File: src/rtl/iov_pkg.sv
// Notes on behaviour
// - a 16-bit trip threshold register at command code 0x55 sets the level for a fault.
// - a separate 16-bit alert threshold register at 0x57 sets the level for a warning.
// - reaction code 00 keeps the output running whatever the fault does.
// - reaction code 01 rides through the programmed delay, then uses the retry field if still faulted.
// - reaction code 10 disables the output at once and then follows the retry field in bits 5:3.
// - reaction code 11 holds the output off while the fault lasts and re-enables it once it is gone.
// - retry value 000 makes no restart attempt and keeps the output off until the fault is cleared.
// - retry values 001 to 110 give that many attempts, counted since the last off command, shutdown or clear, after which the output stays off until cleared.
// - the spacing between starts of restart attempts is the delay multiplier times the time unit.
// - retry value 111 retries without limit until an off command or another fault stops it.
// - the delay field selects a multiplier of two to the power of the field, 1 to 128 units.
// - the length of one delay time unit comes from a separate configuration value, not this register.
package iov_pkg;
    // command codes of the registers
    localparam logic [7:0] CMD_TRIP_THRESHOLD  = 8'h55;
    localparam logic [7:0] CMD_REACTION_CONFIG = 8'h56;
    localparam logic [7:0] CMD_ALERT_THRESHOLD = 8'h57;

    // reaction config field positions
    localparam int REACT_HI = 7;
    localparam int REACT_LO = 6;
    localparam int RETRY_HI = 5;
    localparam int RETRY_LO = 3;
    localparam int DELAY_HI = 2;
    localparam int DELAY_LO = 0;

    // reset values, chosen so that an unconfigured part never trips
    localparam logic [15:0] TRIP_RESET     = 16'hFFFF;
    localparam logic [15:0] ALERT_RESET    = 16'hFFFF;
    localparam logic [7:0]  REACTION_RESET = 8'h80;

    // retry field codes
    localparam logic [2:0] RETRY_NONE    = 3'h0;
    localparam logic [2:0] RETRY_FOREVER = 3'h7;

    // reaction codes
    typedef enum logic [1:0] {
        IOV_IGNORE    = 2'h0,
        IOV_RIDE      = 2'h1,
        IOV_SHUT      = 2'h2,
        IOV_RESUME_OK = 2'h3
    } iov_react_t;
endpackage : iov_pkg

File: src/rtl/iov_cfg_if.sv
`timescale 1ns/1ps
// configuration fields passed from the register file and the unit_cycles input to the fault engine
interface iov_cfg_if;
    logic [1:0]  react;
    logic [2:0]  retries;
    logic [2:0]  delay_exp;
    logic [15:0] unit_cycles;
    modport src (output react, output retries, output delay_exp, output unit_cycles);
    modport dst (input react, input retries, input delay_exp, input unit_cycles);
endinterface : iov_cfg_if

File: src/rtl/iov_fault_engine.sv
`timescale 1ns/1ps
// fault reaction state machine with delay timer and retry counter
module iov_fault_engine (
    // clock and reset
    input  wire logic clk,
    input  wire logic rst,
    // configuration
    iov_cfg_if.dst    cfg,
    // condition inputs
    input  wire logic fault,
    input  wire logic fault_clear,
    input  wire logic on_cmd,
    input  wire logic other_shutdown,
    // results
    output logic      out_enable,
    output logic      latched_off,
    output logic      in_delay
);
    typedef enum logic [2:0] {
        IOV_S_OFF, IOV_S_RUN, IOV_S_RIDE, IOV_S_WAIT, IOV_S_HOLD, IOV_S_LATCH
    } iov_state_t;

    iov_state_t  state_reg;
    logic [15:0] unit_cnt_reg;
    logic [7:0]  units_left_reg;
    logic [2:0]  attempts_reg;
    logic        timer_load;
    logic        tick;
    logic        timer_done;

    // one time unit per tick; unit length comes from outside the register
    assign tick       = (unit_cnt_reg == 16'h0000);
    assign timer_done = tick && (units_left_reg == 8'h01);

    // loading happens on entry to a timed state
    always_comb begin
        timer_load = 1'b0;
        if (state_reg == IOV_S_RUN && fault &&
            (cfg.react == iov_pkg::IOV_RIDE || cfg.react == iov_pkg::IOV_SHUT))
            timer_load = 1'b1;
        if (state_reg == IOV_S_WAIT && timer_done)
            timer_load = 1'b1;
        if (state_reg == IOV_S_RIDE && timer_done)
            timer_load = 1'b1;
    end

    // unit prescaler and unit counter, 2**delay units
    always_ff @(posedge clk) begin
        if (rst || timer_load) begin
            unit_cnt_reg   <= cfg.unit_cycles;
            units_left_reg <= 8'(9'h001 << cfg.delay_exp);
        end else if (tick) begin
            unit_cnt_reg <= cfg.unit_cycles;
            if (units_left_reg != 8'h01)
                units_left_reg <= units_left_reg - 8'h01;
        end else begin
            unit_cnt_reg <= unit_cnt_reg - 16'h0001;
        end
    end

    // main reaction sequence
    always_ff @(posedge clk) begin
        if (rst) begin
            state_reg    <= IOV_S_OFF;
            attempts_reg <= 3'h0;
        end else if (!on_cmd || other_shutdown) begin
            state_reg    <= IOV_S_OFF;
            attempts_reg <= 3'h0;
        end else begin
            case (state_reg)
                IOV_S_OFF: begin
                    state_reg <= IOV_S_RUN;
                end
                IOV_S_RUN: begin
                    if (fault) begin
                        case (cfg.react)
                            iov_pkg::IOV_IGNORE:    state_reg <= IOV_S_RUN;
                            iov_pkg::IOV_RIDE:      state_reg <= IOV_S_RIDE;
                            iov_pkg::IOV_SHUT:      state_reg <= (cfg.retries == iov_pkg::RETRY_NONE)
                                                    ? IOV_S_LATCH : IOV_S_WAIT;
                            default:                state_reg <= IOV_S_HOLD;
                        endcase
                    end
                end
                IOV_S_RIDE: begin
                    if (!fault)
                        state_reg <= IOV_S_RUN;
                    else if (timer_done)
                        state_reg <= (cfg.retries == iov_pkg::RETRY_NONE)
                                     ? IOV_S_LATCH : IOV_S_WAIT;
                end
                IOV_S_WAIT: begin
                    // restart attempt at the end of each spacing interval
                    if (timer_done) begin
                        if (!fault) begin
                            state_reg <= IOV_S_RUN;
                        end else if (cfg.retries == iov_pkg::RETRY_FOREVER) begin
                            state_reg <= IOV_S_WAIT;
                        end else if ((attempts_reg + 3'h1) >= cfg.retries) begin
                            // last attempt failed: latch now, not one interval later
                            state_reg <= IOV_S_LATCH;
                        end else begin
                            attempts_reg <= attempts_reg + 3'h1;
                        end
                    end
                end
                IOV_S_HOLD: begin
                    if (!fault)
                        state_reg <= IOV_S_RUN;
                end
                IOV_S_LATCH: begin
                    if (fault_clear) begin
                        state_reg    <= IOV_S_RUN;
                        attempts_reg <= 3'h0;
                    end
                end
                default: state_reg <= IOV_S_OFF;
            endcase
        end
    end

    // output reflects state; ride-through keeps running
    always_ff @(posedge clk) begin
        if (rst) begin
            out_enable  <= 1'b0;
            latched_off <= 1'b0;
            in_delay    <= 1'b0;
        end else begin
            out_enable  <= (state_reg == IOV_S_RUN) || (state_reg == IOV_S_RIDE);
            latched_off <= (state_reg == IOV_S_LATCH);
            in_delay    <= (state_reg == IOV_S_RIDE) || (state_reg == IOV_S_WAIT);
        end
    end
endmodule : iov_fault_engine

File: src/rtl/iov_supervisor.sv
`timescale 1ns/1ps
// input overvoltage supervision with command-coded register port
module iov_supervisor (
    // clock and reset
    input  wire logic        clk,
    input  wire logic        rst,
    // register port, command code addressed
    input  wire logic [7:0]  cmd_code,
    input  wire logic        cmd_write,
    input  wire logic [15:0] cmd_wdata,
    output logic [15:0]      cmd_rdata,
    output logic             cmd_known,
    // measurement and control
    input  wire logic [15:0] vin_measured,
    input  wire logic        vin_valid,
    input  wire logic [15:0] unit_cycles,
    input  wire logic        on_cmd,
    input  wire logic        fault_clear,
    input  wire logic        other_shutdown,
    // status
    output logic             out_enable,
    output logic             ov_fault,
    output logic             ov_warning,
    output logic             latched_off,
    output logic             in_delay
);
    logic [15:0] trip_reg;
    logic [15:0] alert_reg;
    logic [7:0]  react_reg;

    iov_cfg_if cfg ();

    // register writes
    always_ff @(posedge clk) begin
        if (rst) begin
            trip_reg  <= iov_pkg::TRIP_RESET;
            alert_reg <= iov_pkg::ALERT_RESET;
            react_reg <= iov_pkg::REACTION_RESET;
        end else if (cmd_write) begin
            case (cmd_code)
                iov_pkg::CMD_TRIP_THRESHOLD:  trip_reg  <= cmd_wdata;
                iov_pkg::CMD_ALERT_THRESHOLD: alert_reg <= cmd_wdata;
                iov_pkg::CMD_REACTION_CONFIG: react_reg <= cmd_wdata[7:0];
                default: ;
            endcase
        end
    end

    // registered read data; unknown codes read zero
    always_ff @(posedge clk) begin
        if (rst) begin
            cmd_rdata <= 16'h0000;
            cmd_known <= 1'b0;
        end else begin
            cmd_known <= 1'b1;
            case (cmd_code)
                iov_pkg::CMD_TRIP_THRESHOLD:  cmd_rdata <= trip_reg;
                iov_pkg::CMD_ALERT_THRESHOLD: cmd_rdata <= alert_reg;
                iov_pkg::CMD_REACTION_CONFIG: cmd_rdata <= {8'h00, react_reg};
                default: begin
                    cmd_rdata <= 16'h0000;
                    cmd_known <= 1'b0;
                end
            endcase
        end
    end

    // threshold compare on raw codes; both share one exponent in practice
    always_ff @(posedge clk) begin
        if (rst) begin
            ov_fault   <= 1'b0;
            ov_warning <= 1'b0;
        end else if (vin_valid) begin
            ov_fault   <= vin_measured > trip_reg;
            ov_warning <= vin_measured > alert_reg;
        end
    end

    assign cfg.react       = react_reg[iov_pkg::REACT_HI:iov_pkg::REACT_LO];
    assign cfg.retries     = react_reg[iov_pkg::RETRY_HI:iov_pkg::RETRY_LO];
    assign cfg.delay_exp   = react_reg[iov_pkg::DELAY_HI:iov_pkg::DELAY_LO];
    assign cfg.unit_cycles = unit_cycles;

    iov_fault_engine u_engine (
        .clk            (clk),
        .rst            (rst),
        .cfg            (cfg),
        .fault          (ov_fault),
        .fault_clear    (fault_clear),
        .on_cmd         (on_cmd),
        .other_shutdown (other_shutdown),
        .out_enable     (out_enable),
        .latched_off    (latched_off),
        .in_delay       (in_delay)
    );
endmodule : iov_supervisor

File: config.mk
export PLATFORM = sky130hd
export DESIGN_NAME = iov_supervisor
export DESIGN_NICKNAME = d
export VERILOG_FILES = /design/src/rtl/iov_pkg.sv /design/src/rtl/iov_cfg_if.sv /design/src/rtl/iov_fault_engine.sv /design/src/rtl/iov_supervisor.sv
export SDC_FILE = /design/constraint.sdc
export NUM_CORES = 1
export LEC_CHECK = 0
export BUFFER_PORTS_ARGS = -buffer_cell sky130_fd_sc_hd__clkbuf_2
export CAP_MARGIN = 20
export CORE_MARGIN = 2
export CORE_UTILIZATION = 30
export DETAILED_ROUTE_END_ITERATION = 12
export SYNTH_ARGS = -nofsm -noshare
export SYNTH_HDL_FRONTEND = slang
export SYNTH_SLANG_ARGS = --single-unit
File: constraint.sdc
create_clock -name clk -period 2 [get_ports clk]
set_input_delay 0.1 -clock clk [delete_from_list [all_inputs] [get_ports clk]]
set_output_delay 0.1 -clock clk [all_outputs]
set_load 0.1 [all_outputs]
==> reports/results.ini, run 1 <==
[setup_path]
r2r_cells = 6
arrival_ns = 2.14
r2r_setup_slack_ns = 0.08
r2r_start = u_engine.attempts_reg[0]$_SDFFE_PP0P_
required_ns = 2.22
cp-start-kind = register
path_class = register to register
critPathMaxFanout = 6
crit_path_end_kind = register
worstReg2RegEnd = u_engine.attempts_reg[1]$_SDFFE_PP0P_
cp-startpoint = u_engine.attempts_reg[0]$_SDFFE_PP0P_
crit_path_end = u_engine.attempts_reg[1]$_SDFFE_PP0P_

[drt]
vias_per_cell = 4.74
drt_iter0_drc = 252
route.detailed.drc = 0
routed_wl_mm = 12.6
drtPass1Iterations = 5
ant_nets = 0
via_count = 4313
wire_per_inst_um = 13.9

[synthesis]
synth_area_leader_cell = dfxtp_1
synth_area_leaders = dfxtp_1 (33%), ha_1 (10%), nand2_1 (5.6%)
synth_warnings = 0
yosysSeqAreaShare_pct = 37.9
syn_avg_cell_area_sq_um = 8.83
syn_inst = 574
ys_types = 64
synth_edf_count = 8
synth_top_area_share_pct = 33.2
synthArstFlopShare_pct = 0
synth_area_sq_um = 5070
yosys_most_used_dff = dfxtp_1
synth.net_count = 679
ys_ff_latch = 92

[sta]
max_slew.worst_pin.slew_ns = 0.826
period_needed_ns = 1.92
hold_viol_final = 0
finalClockSkew_ns = 0.00770
finalMaxSlewViolations = 0
fin_ws_ns = 0.0781
rsz0062_at_grt = yes
max_freq_ghz = 0.520
setup_viol = 0
tns_ns = 0
max-slew-margin-rel_pct = 44.6
fin_crit_sh_pct = 96.1

[floorplanning]
row_count = 47
die_area_sq_um = 18000
core_area_sq_um = 16500
die_h_um = 134
die_x_um = 134
start_util_pct = 30.7
ios = 85

[layout]
layout_commonest_cell = clkbuf_2
num_antenna_cells = 0
regArea_sq_um = 1920
drive_above_1_share_pct = 21.8
final_cell_mix = clkbuf_2 (84), dfxtp_1 (82), nand2_1 (75)
nFillCells = 1689
multi_input_area_sq_um = 2900
area_growth_pct = 26.6
nets = 789

[global_route]
grt_start_max_net_pins = 33
grtUsageMet1_pct = 20.4
met2_usage_pct = 22.7
grt_pass1_wl_mm = 21.1
antenna_found_initial = 0
grt_pass1_vias = 4255
grt_usage_pct = 14.7
busiest_layer = met2
met3_usage_pct = 2.76
grt-ovfl-total = 0

[cts]
clkTransAtPathRegs_ns = 0.07
cts_buffers = 9
h-tree-depth = 3
cts.sinks = 92
clock_latency_ns = 0.35
tritoncts = done
post_cts_buffers = 0
ctsRootBufferMaster = clkbuf_16
cts_buffer_depth = 2

[min_path]
worstHoldStart = cmd_wdata[3]
hp-class = input port to register

[place]
dp_hpwl_mm = 9.18
dpl_worst_slack_ns = -0.0533
place_congestion = 0.791
io_buffers = 84

[flow_run]
cap_violations = 0

[power]
finalPower_w = 0.00423
vdd_ir_drop_max_uv = 399
leakagePower_nw = 3.00
power.density_nw_per_um2 = 659

[status]
status = complete, no violations

==> power breakdown <==
part / switching [W] / total (W) / internal [W]
clock: 0.000747 / 0.00179 / 0.00104
combinational: 0.000227 / 0.000452 / 0.000224
sequential: 0.0000727 / 0.00199 / 0.00192
==> through the flow <==
stage	std cells	utilization, %	hold slack [ns]	instance area (sq um)
after CTS	909	38.4	0.000608	6340
final	909	38.8	0.00601	6420
after floorplan	574	-	0.209	5070
after global placement	870	35.1	0.302	5800
after detailed placement	870	35.1	0.307	5800
after global routing	909	38.8	0.00655	6420
==> per-layer routing <==
metal | up-vias | routed length, um
met2 | 88 | 5640
met1 | 1981 | 6100
met4 | 0 | 267
li1 | 2228 | -
met3 | 16 | 616
met5 | - | 0
==> repair_timing <==
| action | CTS | global route |
|---|---|---|
| cloned | 0 | 0 |
| hold buffers | 23 | 0 |
| hold endpoints to repair | 29 | 0 |
| setup endpoints to repair | 3 | 15 |
| pin swaps | 1 | 7 |
| resized for setup | 0 | 13 |
==> area by class of cell <==
| class | instances | area share, % |
|---|---|---|
| multi-input combinational | 410 | 45.2 |
| sequential | 92 | 30.0 |
| timing repair buffer | 127 | 13.1 |
| tap | 220 | 4.29 |
| clock buffer | 11 | 3.94 |
| inverter | 44 | 2.57 |
| clock inverter | 5 | 0.916 |
==> critical path, stage by stage (launching register included) <==
cell       delay (ns)
dfxtp_2          0.35
ha_1             0.27
or2b_2           0.28
a21o_2           0.25
a2111oi_4        0.42
nand3b_1         0.17
a21oi_1          0.06
==> worst min path at each step <==
stage,endpoint,depth (start not counted)
after floorplan,u_engine.unit_cnt_reg[0]$_DFF_P_,2
after global placement,u_engine.unit_cnt_reg[10]$_DFF_P_,3
after detailed placement,u_engine.unit_cnt_reg[9]$_DFF_P_,3
after CTS,alert_reg[3]$_SDFFE_PP1P_,2
after global routing,alert_reg[6]$_SDFFE_PP1P_,2
final,alert_reg[3]$_SDFFE_PP1P_,2
==> synthesized netlist by cell type (3+ instances only) <==
cell	number
a211o_1	14
nand4_1	8
nand4b_1	3
a22oi_1	8
o21ai_1	16
dfxtp_1	84
xnor2_1	14
o211ai_1	6
o21ai_0	19
a21oi_1	19
nand2_1	75
and4_1	3
mux2i_1	16
inv_1	44
a21boi_0	3
mux2_2	3
nand3_1	9
nand3b_1	20
and2b_2	3
a21o_1	8
xor2_1	7
edfxtp_1	8
clkbuf_1	11
nor2_1	53
nor4_1	7
ha_1	42
nor2b_1	6
nor3_1	5
buf_2	12
o31ai_1	4
==> cell families (layout without fill, tap and decap cells) <==
logic type / Yosys count / in the layout / synth area share [%]
xor gates and xnor gates: 21 / 21 / 3.63
adders and majority gates: 42 / 42 / 10.4
and+or+nand+nor: 216 / 216 / 22.8
buffers and inverters: 72 / 187 / 6.32
muxes: 19 / 19 / 3.83
DFF: 92 / 92 / 37.9
AOI/OAI and AO/OA: 112 / 112 / 15.2
(Power assumes the default switching activity.)
==> inputs of run 2 (changes only) <==
- SETUP_SLACK_MARGIN: unset -> 0.2
==> run 2 against run 1 <==
- die area did not move
- critical path depth increased by 2
- critical endpoint unchanged
- via count up 0.58%
- final cell count rose by 1.1%
- largest power group unchanged
- non-clock buffer count rose by 10
- clock-buffer cell count down 2
- power grew 4.2%
- global-route usage rose by 0.17 points
- largest cell class unchanged
- first-iteration DRC count is 9.5% higher
- clock skew about the same
==> reports/results.ini, run 2 (same netlist as run 1, synthesis figures left out) <==
[floorplanning]
ios = 85
row_count = 47
core_area_sq_um = 16500
die_x_um = 134
die_area_sq_um = 18000
die_h_um = 134
start_util_pct = 30.7

[place]
dp_cells = 866
place_congestion = 0.815
dp_hpwl_mm = 9.17
io_buffers = 84
dpl_worst_slack_ns = 0.0852

[power]
finalPower_w = 0.00441
p_seq_share_pct = 45.2
vdd_ir_drop_max_uv = 463
internal_power_w = 0.00328
leakagePower_nw = 3.08
swShare_pct = 25.6
p_switching_w = 0.00113
combPwrFrac_pct = 10.9
power.density_nw_per_um2 = 662
clockPowerShare_pct = 43.8

[sta]
fin_ws_ns = 0.0733
hold-worst-slack_ns = 0.0109
finalClockSkew_ns = 0.00781
max_slew.worst_pin.slew_ns = 0.758
max-slew-margin-rel_pct = 49.2
period_needed_ns = 1.93
hold_viol_final = 0
fin_crit_sh_pct = 96.3
rsz0062_at_grt = yes
max_freq_ghz = 0.519
setup_viol = 0
finalMaxSlewViolations = 0
tns_ns = 0

[drt]
wire_per_inst_um = 14.1
vias_per_cell = 4.72
ant_nets = 0
routed_wl_mm = 13.0
drt_iter0_drc = 276
drtPass1Iterations = 5
route.detailed.drc = 0
via_count = 4338

[setup_path]
critPathMaxFanout = 6
required_ns = 2.24
path_class = register to register
cp-start-kind = register
arrival_ns = 2.16
cp_slowest_stage_delay_ns = 0.37
crit_chain = ha_4 -> xor2_2 -> ha_2 -> and2b_2 -> nand4_1 -> a2111oi_4 -> nand3b_1 -> a21oi_1
cpMaxStageDelayCell = a2111oi_4
crit_path_end_kind = register

[layout]
final_cell_mix = clkbuf_2 (84), dfxtp_1 (74), nand2_1 (73)
layout_commonest_cell = clkbuf_2
fin_cells = 919
drive_above_1_share_pct = 25.9
nFillCells = 1619
nets = 799
area_growth_pct = 31.2
num_antenna_cells = 0

[status]
status = complete, no violations

[cts]
tritoncts = done
clkTransAtPathRegs_ns = 0.07
cts_buffers = 9
ctsRootBufferMaster = clkbuf_16
clock_latency_ns = 0.36
cts_buffer_depth = 2
h-tree-depth = 3
cts.sinks = 92

[global_route]
antenna_found_initial = 0
grt_pass1_vias = 4169
grt_start_max_net_pins = 41
grt-ovfl-total = 0
grt_usage_pct = 14.9
grt_pass1_wl_mm = 20.8

[min_path]
hp-class = input port to register

[flow_run]
cap_violations = 0

[run 2: changes by cell type in the layout (fill, tap and decap cells not counted), sizes merged]
| cell | previous run | this run |
|---|---|---|
| bufinv | 1 | 2 |
| clkbuf | 95 | 93 |
| clkinv | 1 | 0 |
| inv | 45 | 47 |
| buf | 20 | 26 |
| dlygate4sd3 | 23 | 27 |
[run 2: timing repair]
item,in CTS,in global routing
endpoints found under the hold margin,35,1
hold buffers,26,1
buffers inserted,5,5
pin swaps,6,15
resized for setup,8,27
setup endpoints to repair,17,40
[run 2: path summary, 6_finish.rpt]
| path | start | cells past startpoint | slack (ns) | to |
|---|---|---|---|---|
| worst max-delay path | u_engine.attempts_reg[0]$_SDFFE_PP0P_ | 8 | 0.07 | u_engine.attempts_reg[1]$_SDFFE_PP0P_ |
| worst min-delay path | cmd_wdata[15] | 3 | 0.01 | trip_reg[15]$_SDFFE_PP1P_ |
| worst max register to register | u_engine.attempts_reg[0]$_SDFFE_PP0P_ | 8 | 0.07 | u_engine.attempts_reg[1]$_SDFFE_PP0P_ |
| worst min register to register | ov_warning$_SDFFE_PP0P_ | 2 | 0.47 | ov_warning$_SDFFE_PP0P_ |
[run 2: power groups by stage]
stage	clock [W]	combinational (W)	sequential [W]
6_report	0.00193	0.000482	0.00199
2_1_floorplan	0	0.000260	0.00203
5_1_grt	0.00206	0.000540	0.00200
3_3_place_gp	0	0.000414	0.00203
3_5_place_dp	0	0.000414	0.00203
4_1_cts	0.00198	0.000461	0.00199
[run 2: worst max-delay path: cells and delay by family, from the launching register on]
| family | cells | cell delay (ns) |
|---|---|---|
| xor gates and xnor gates | 1 | 0.14 |
| adders and majority gates | 2 | 0.32 |
| AOI/OAI and AO/OA | 2 | 0.43 |
| and+or+nand+nor | 3 | 0.55 |
| DFF | 1 | 0.35 |
[run 2: layout make-up]
class / count / area [sq um] / share of cell area [%]
Clock inverter: 7 / 106 / 1.60
Clock buffer: 9 / 225 / 3.38
Inverter: 44 / 165 / 2.48
Multi-Input combinational cell: 410 / 3020 / 45.4
Timing Repair Buffer: 137 / 926 / 13.9
Tap cell: 220 / 275 / 4.14
Sequential cell: 92 / 1930 / 29.1
[run 2: per-stage QoR]
step | utilization, % | area (sq um)
after floorplan | - | 5130
final | 40.3 | 6650
after global placement | 35.2 | 5820
after CTS | 39.3 | 6490
after detailed placement | 35.2 | 5820
after global routing | 40.3 | 6650
[run 2: metal layers]
metal / global-route usage, % / share of wire [%] / up-vias
li1: - / - / 2242
met4: 4.31 / 1.2 / 0
met3: 4.08 / 5.6 / 13
met1: 19.4 / 47 / 1992
met2: 24.1 / 46 / 91
met5: 0 / 0 / -
==> inputs of run 3 (changes only) <==
- CORE_ASPECT_RATIO: unset -> 1.75
==> run 3 against run 2 <==
- combinational power rose by 4%
- largest power group unchanged
- clock-buffer cell count rose by 1
- critical endpoint is now u_engine.attempts_reg[2]$_SDFFE_PP0P_
- first-iteration DRC count fell by 34%
==> reports/results.ini, run 3 (same netlist as run 1, synthesis figures left out) <==
[place]
place_congestion = 0.818
dp_cells = 878
io_buffers = 84
dp_hpwl_mm = 10.0

[drt]
vias_per_cell = 4.76
drt_iter0_drc = 181
route.detailed.drc = 0
via_count = 4422
ant_nets = 0
routed_wl_mm = 13.3
drtPass1Iterations = 4
wire_per_inst_um = 14.3

[layout]
nets = 805
num_antenna_cells = 0
drive_above_1_share_pct = 28.1
fin_cells = 929
area_growth_pct = 32.9
layout_commonest_cell = clkbuf_2
final_cell_mix = clkbuf_2 (84), nand2_1 (74), dfxtp_1 (66)

[floorplanning]
die_x_um = 102
start_util_pct = 30.8
die_h_um = 176
die_area_sq_um = 18000
core_area_sq_um = 16400
ios = 85
row_count = 62

[setup_path]
r2r_cells = 8
crit_path_end_kind = register
worstReg2RegEnd = u_engine.attempts_reg[2]$_SDFFE_PP0P_
required_ns = 2.22
r2r_setup_slack_ns = 0.12
cp-start-kind = register
arrival_ns = 2.10
r2r_start = u_engine.attempts_reg[0]$_SDFFE_PP0P_
path_class = register to register
critPathMaxFanout = 6

[sta]
period_needed_ns = 1.88
max-slew-margin-rel_pct = 43.3
setup_viol = 0
finalClockSkew_ns = 0.0124
finalMaxSlewViolations = 0
max_slew.worst_pin.slew_ns = 0.845
rsz0062_at_grt = yes
max_freq_ghz = 0.533
tns_ns = 0
hold_viol_final = 0
fin_crit_sh_pct = 93.8

[flow_run]
cap_violations = 0

[cts]
cts_buffers = 9
tritoncts = done
h-tree-depth = 3
cts_buffer_depth = 2
clock_latency_ns = 0.35
clkTransAtPathRegs_ns = 0.07
cts.sinks = 92
ctsRootBufferMaster = clkbuf_16

[global_route]
grt_usage_pct = 15.1
antenna_found_initial = 0
grt_pass1_wl_mm = 21.1
grt-ovfl-total = 0
grt_start_max_net_pins = 33
grt_pass1_vias = 4472

[power]
p_switching_w = 0.00110
swShare_pct = 25.9
leakagePower_nw = 3.06
vdd_ir_drop_max_uv = 411
clockPowerShare_pct = 41.4
power.density_nw_per_um2 = 631
p_seq_share_pct = 46.8
combPwrFrac_pct = 11.8
internal_power_w = 0.00315

[min_path]
hp-class = input port to register
worstHoldPathCells = 2
holdPathEnd = alert_reg[7]$_SDFFE_PP1P_
worstHoldStart = cmd_wdata[7]

[status]
status = complete, no violations

run 3: cell count changes in the layout (fill, tap and decap cells not counted), sizes merged:
cell         change
inv              -1
buf              +5
clkinv           +1
clkbuf           +1
bufinv           -1
dlygate4sd3      +1
run 3: power by group through the flow:
| stage | sequential, W | combinational, W | clock, W |
|---|---|---|---|
| global route | 0.00200 | 0.000557 | 0.00189 |
| CTS | 0.00199 | 0.000482 | 0.00181 |
| global placement | 0.00203 | 0.000424 | 0 |
| floorplan | 0.00203 | 0.000260 | 0 |
| detailed placement | 0.00203 | 0.000426 | 0 |
| finish | 0.00199 | 0.000502 | 0.00176 |
run 3: what timing repair did:
action / CTS / global route
endpoints found under the setup margin: 15 / 40
resized for setup: 8 / 39
pin swaps: 3 / 15
hold endpoints to repair: 39 / 0
hold buffers: 28 / 0
buffers inserted: 4 / 3
run 3: critical path, stage by stage (launching register included):
cell and delay, ns:
dfxtp_4 0.36, ha_4 0.16, xor2_2 0.14, ha_2 0.16, and2b_2 0.19, nand4_1 0.16
a2111oi_4 0.35, nand3b_1 0.17, a21oi_1 0.06
run 3: per-layer routing:
| layer | up-vias | part of all wire [%] | wire [um] | track usage (%) |
|---|---|---|---|---|
| met2 | 105 | 54 | 7200 | 28.4 |
| met3 | 26 | 4.3 | 566 | 3.05 |
| met1 | 2039 | 39 | 5110 | 15.7 |
| met5 | - | 0 | 0 | 0 |
| met4 | 0 | 3.0 | 399 | 6.50 |
| li1 | 2252 | - | - | - |
run 3: how the worst max path moves through the flow:
stage | slack [ns] | cells past startpoint | to | startpoint
after detailed placement | 0.07 | 7 | ov_fault$_SDFFE_PP0P_ | trip_reg[13]$_SDFFE_PP1P_
after floorplan | 0.19 | 7 | u_engine.units_left_reg[0]$_DFFE_PP_ | u_engine.unit_cnt_reg[1]$_DFF_P_
after global routing | -0.02 | 8 | u_engine.attempts_reg[2]$_SDFFE_PP0P_ | u_engine.attempts_reg[0]$_SDFFE_PP0P_
after CTS | 0.11 | 8 | u_engine.attempts_reg[2]$_SDFFE_PP0P_ | u_engine.attempts_reg[0]$_SDFFE_PP0P_
after global placement | 0.03 | 8 | ov_fault$_SDFFE_PP0P_ | trip_reg[13]$_SDFFE_PP1P_
final | 0.12 | 8 | u_engine.attempts_reg[2]$_SDFFE_PP0P_ | u_engine.attempts_reg[0]$_SDFFE_PP0P_
run 3: area by class of cell:
type                            instances  area (sq um)
Inverter                               44           165
Timing Repair Buffer                  143           973
Fill cell                            1654          9710
Sequential cell                        92          1950
Clock inverter                          6          71.3
Clock buffer                           10           229
Multi-Input combinational cell        410          3070
Tap cell                              224           280
run 3: through the flow:
step	util [%]	worst slack [ns]	instance area [sq um]	hold slack (ns)	power [W]
6_report	41.0	0.125	6740	0.0110	0.00425
5_1_grt	41.0	-0.0219	6740	0.0287	0.00444
4_1_cts	39.7	0.112	6540	0.0139	0.00428
3_5_place_dp	35.8	0.0656	5880	0.298	0.00246
3_3_place_gp	35.8	0.0335	5880	0.298	0.00245
2_1_floorplan	-	0.192	5130	0.209	0.00229
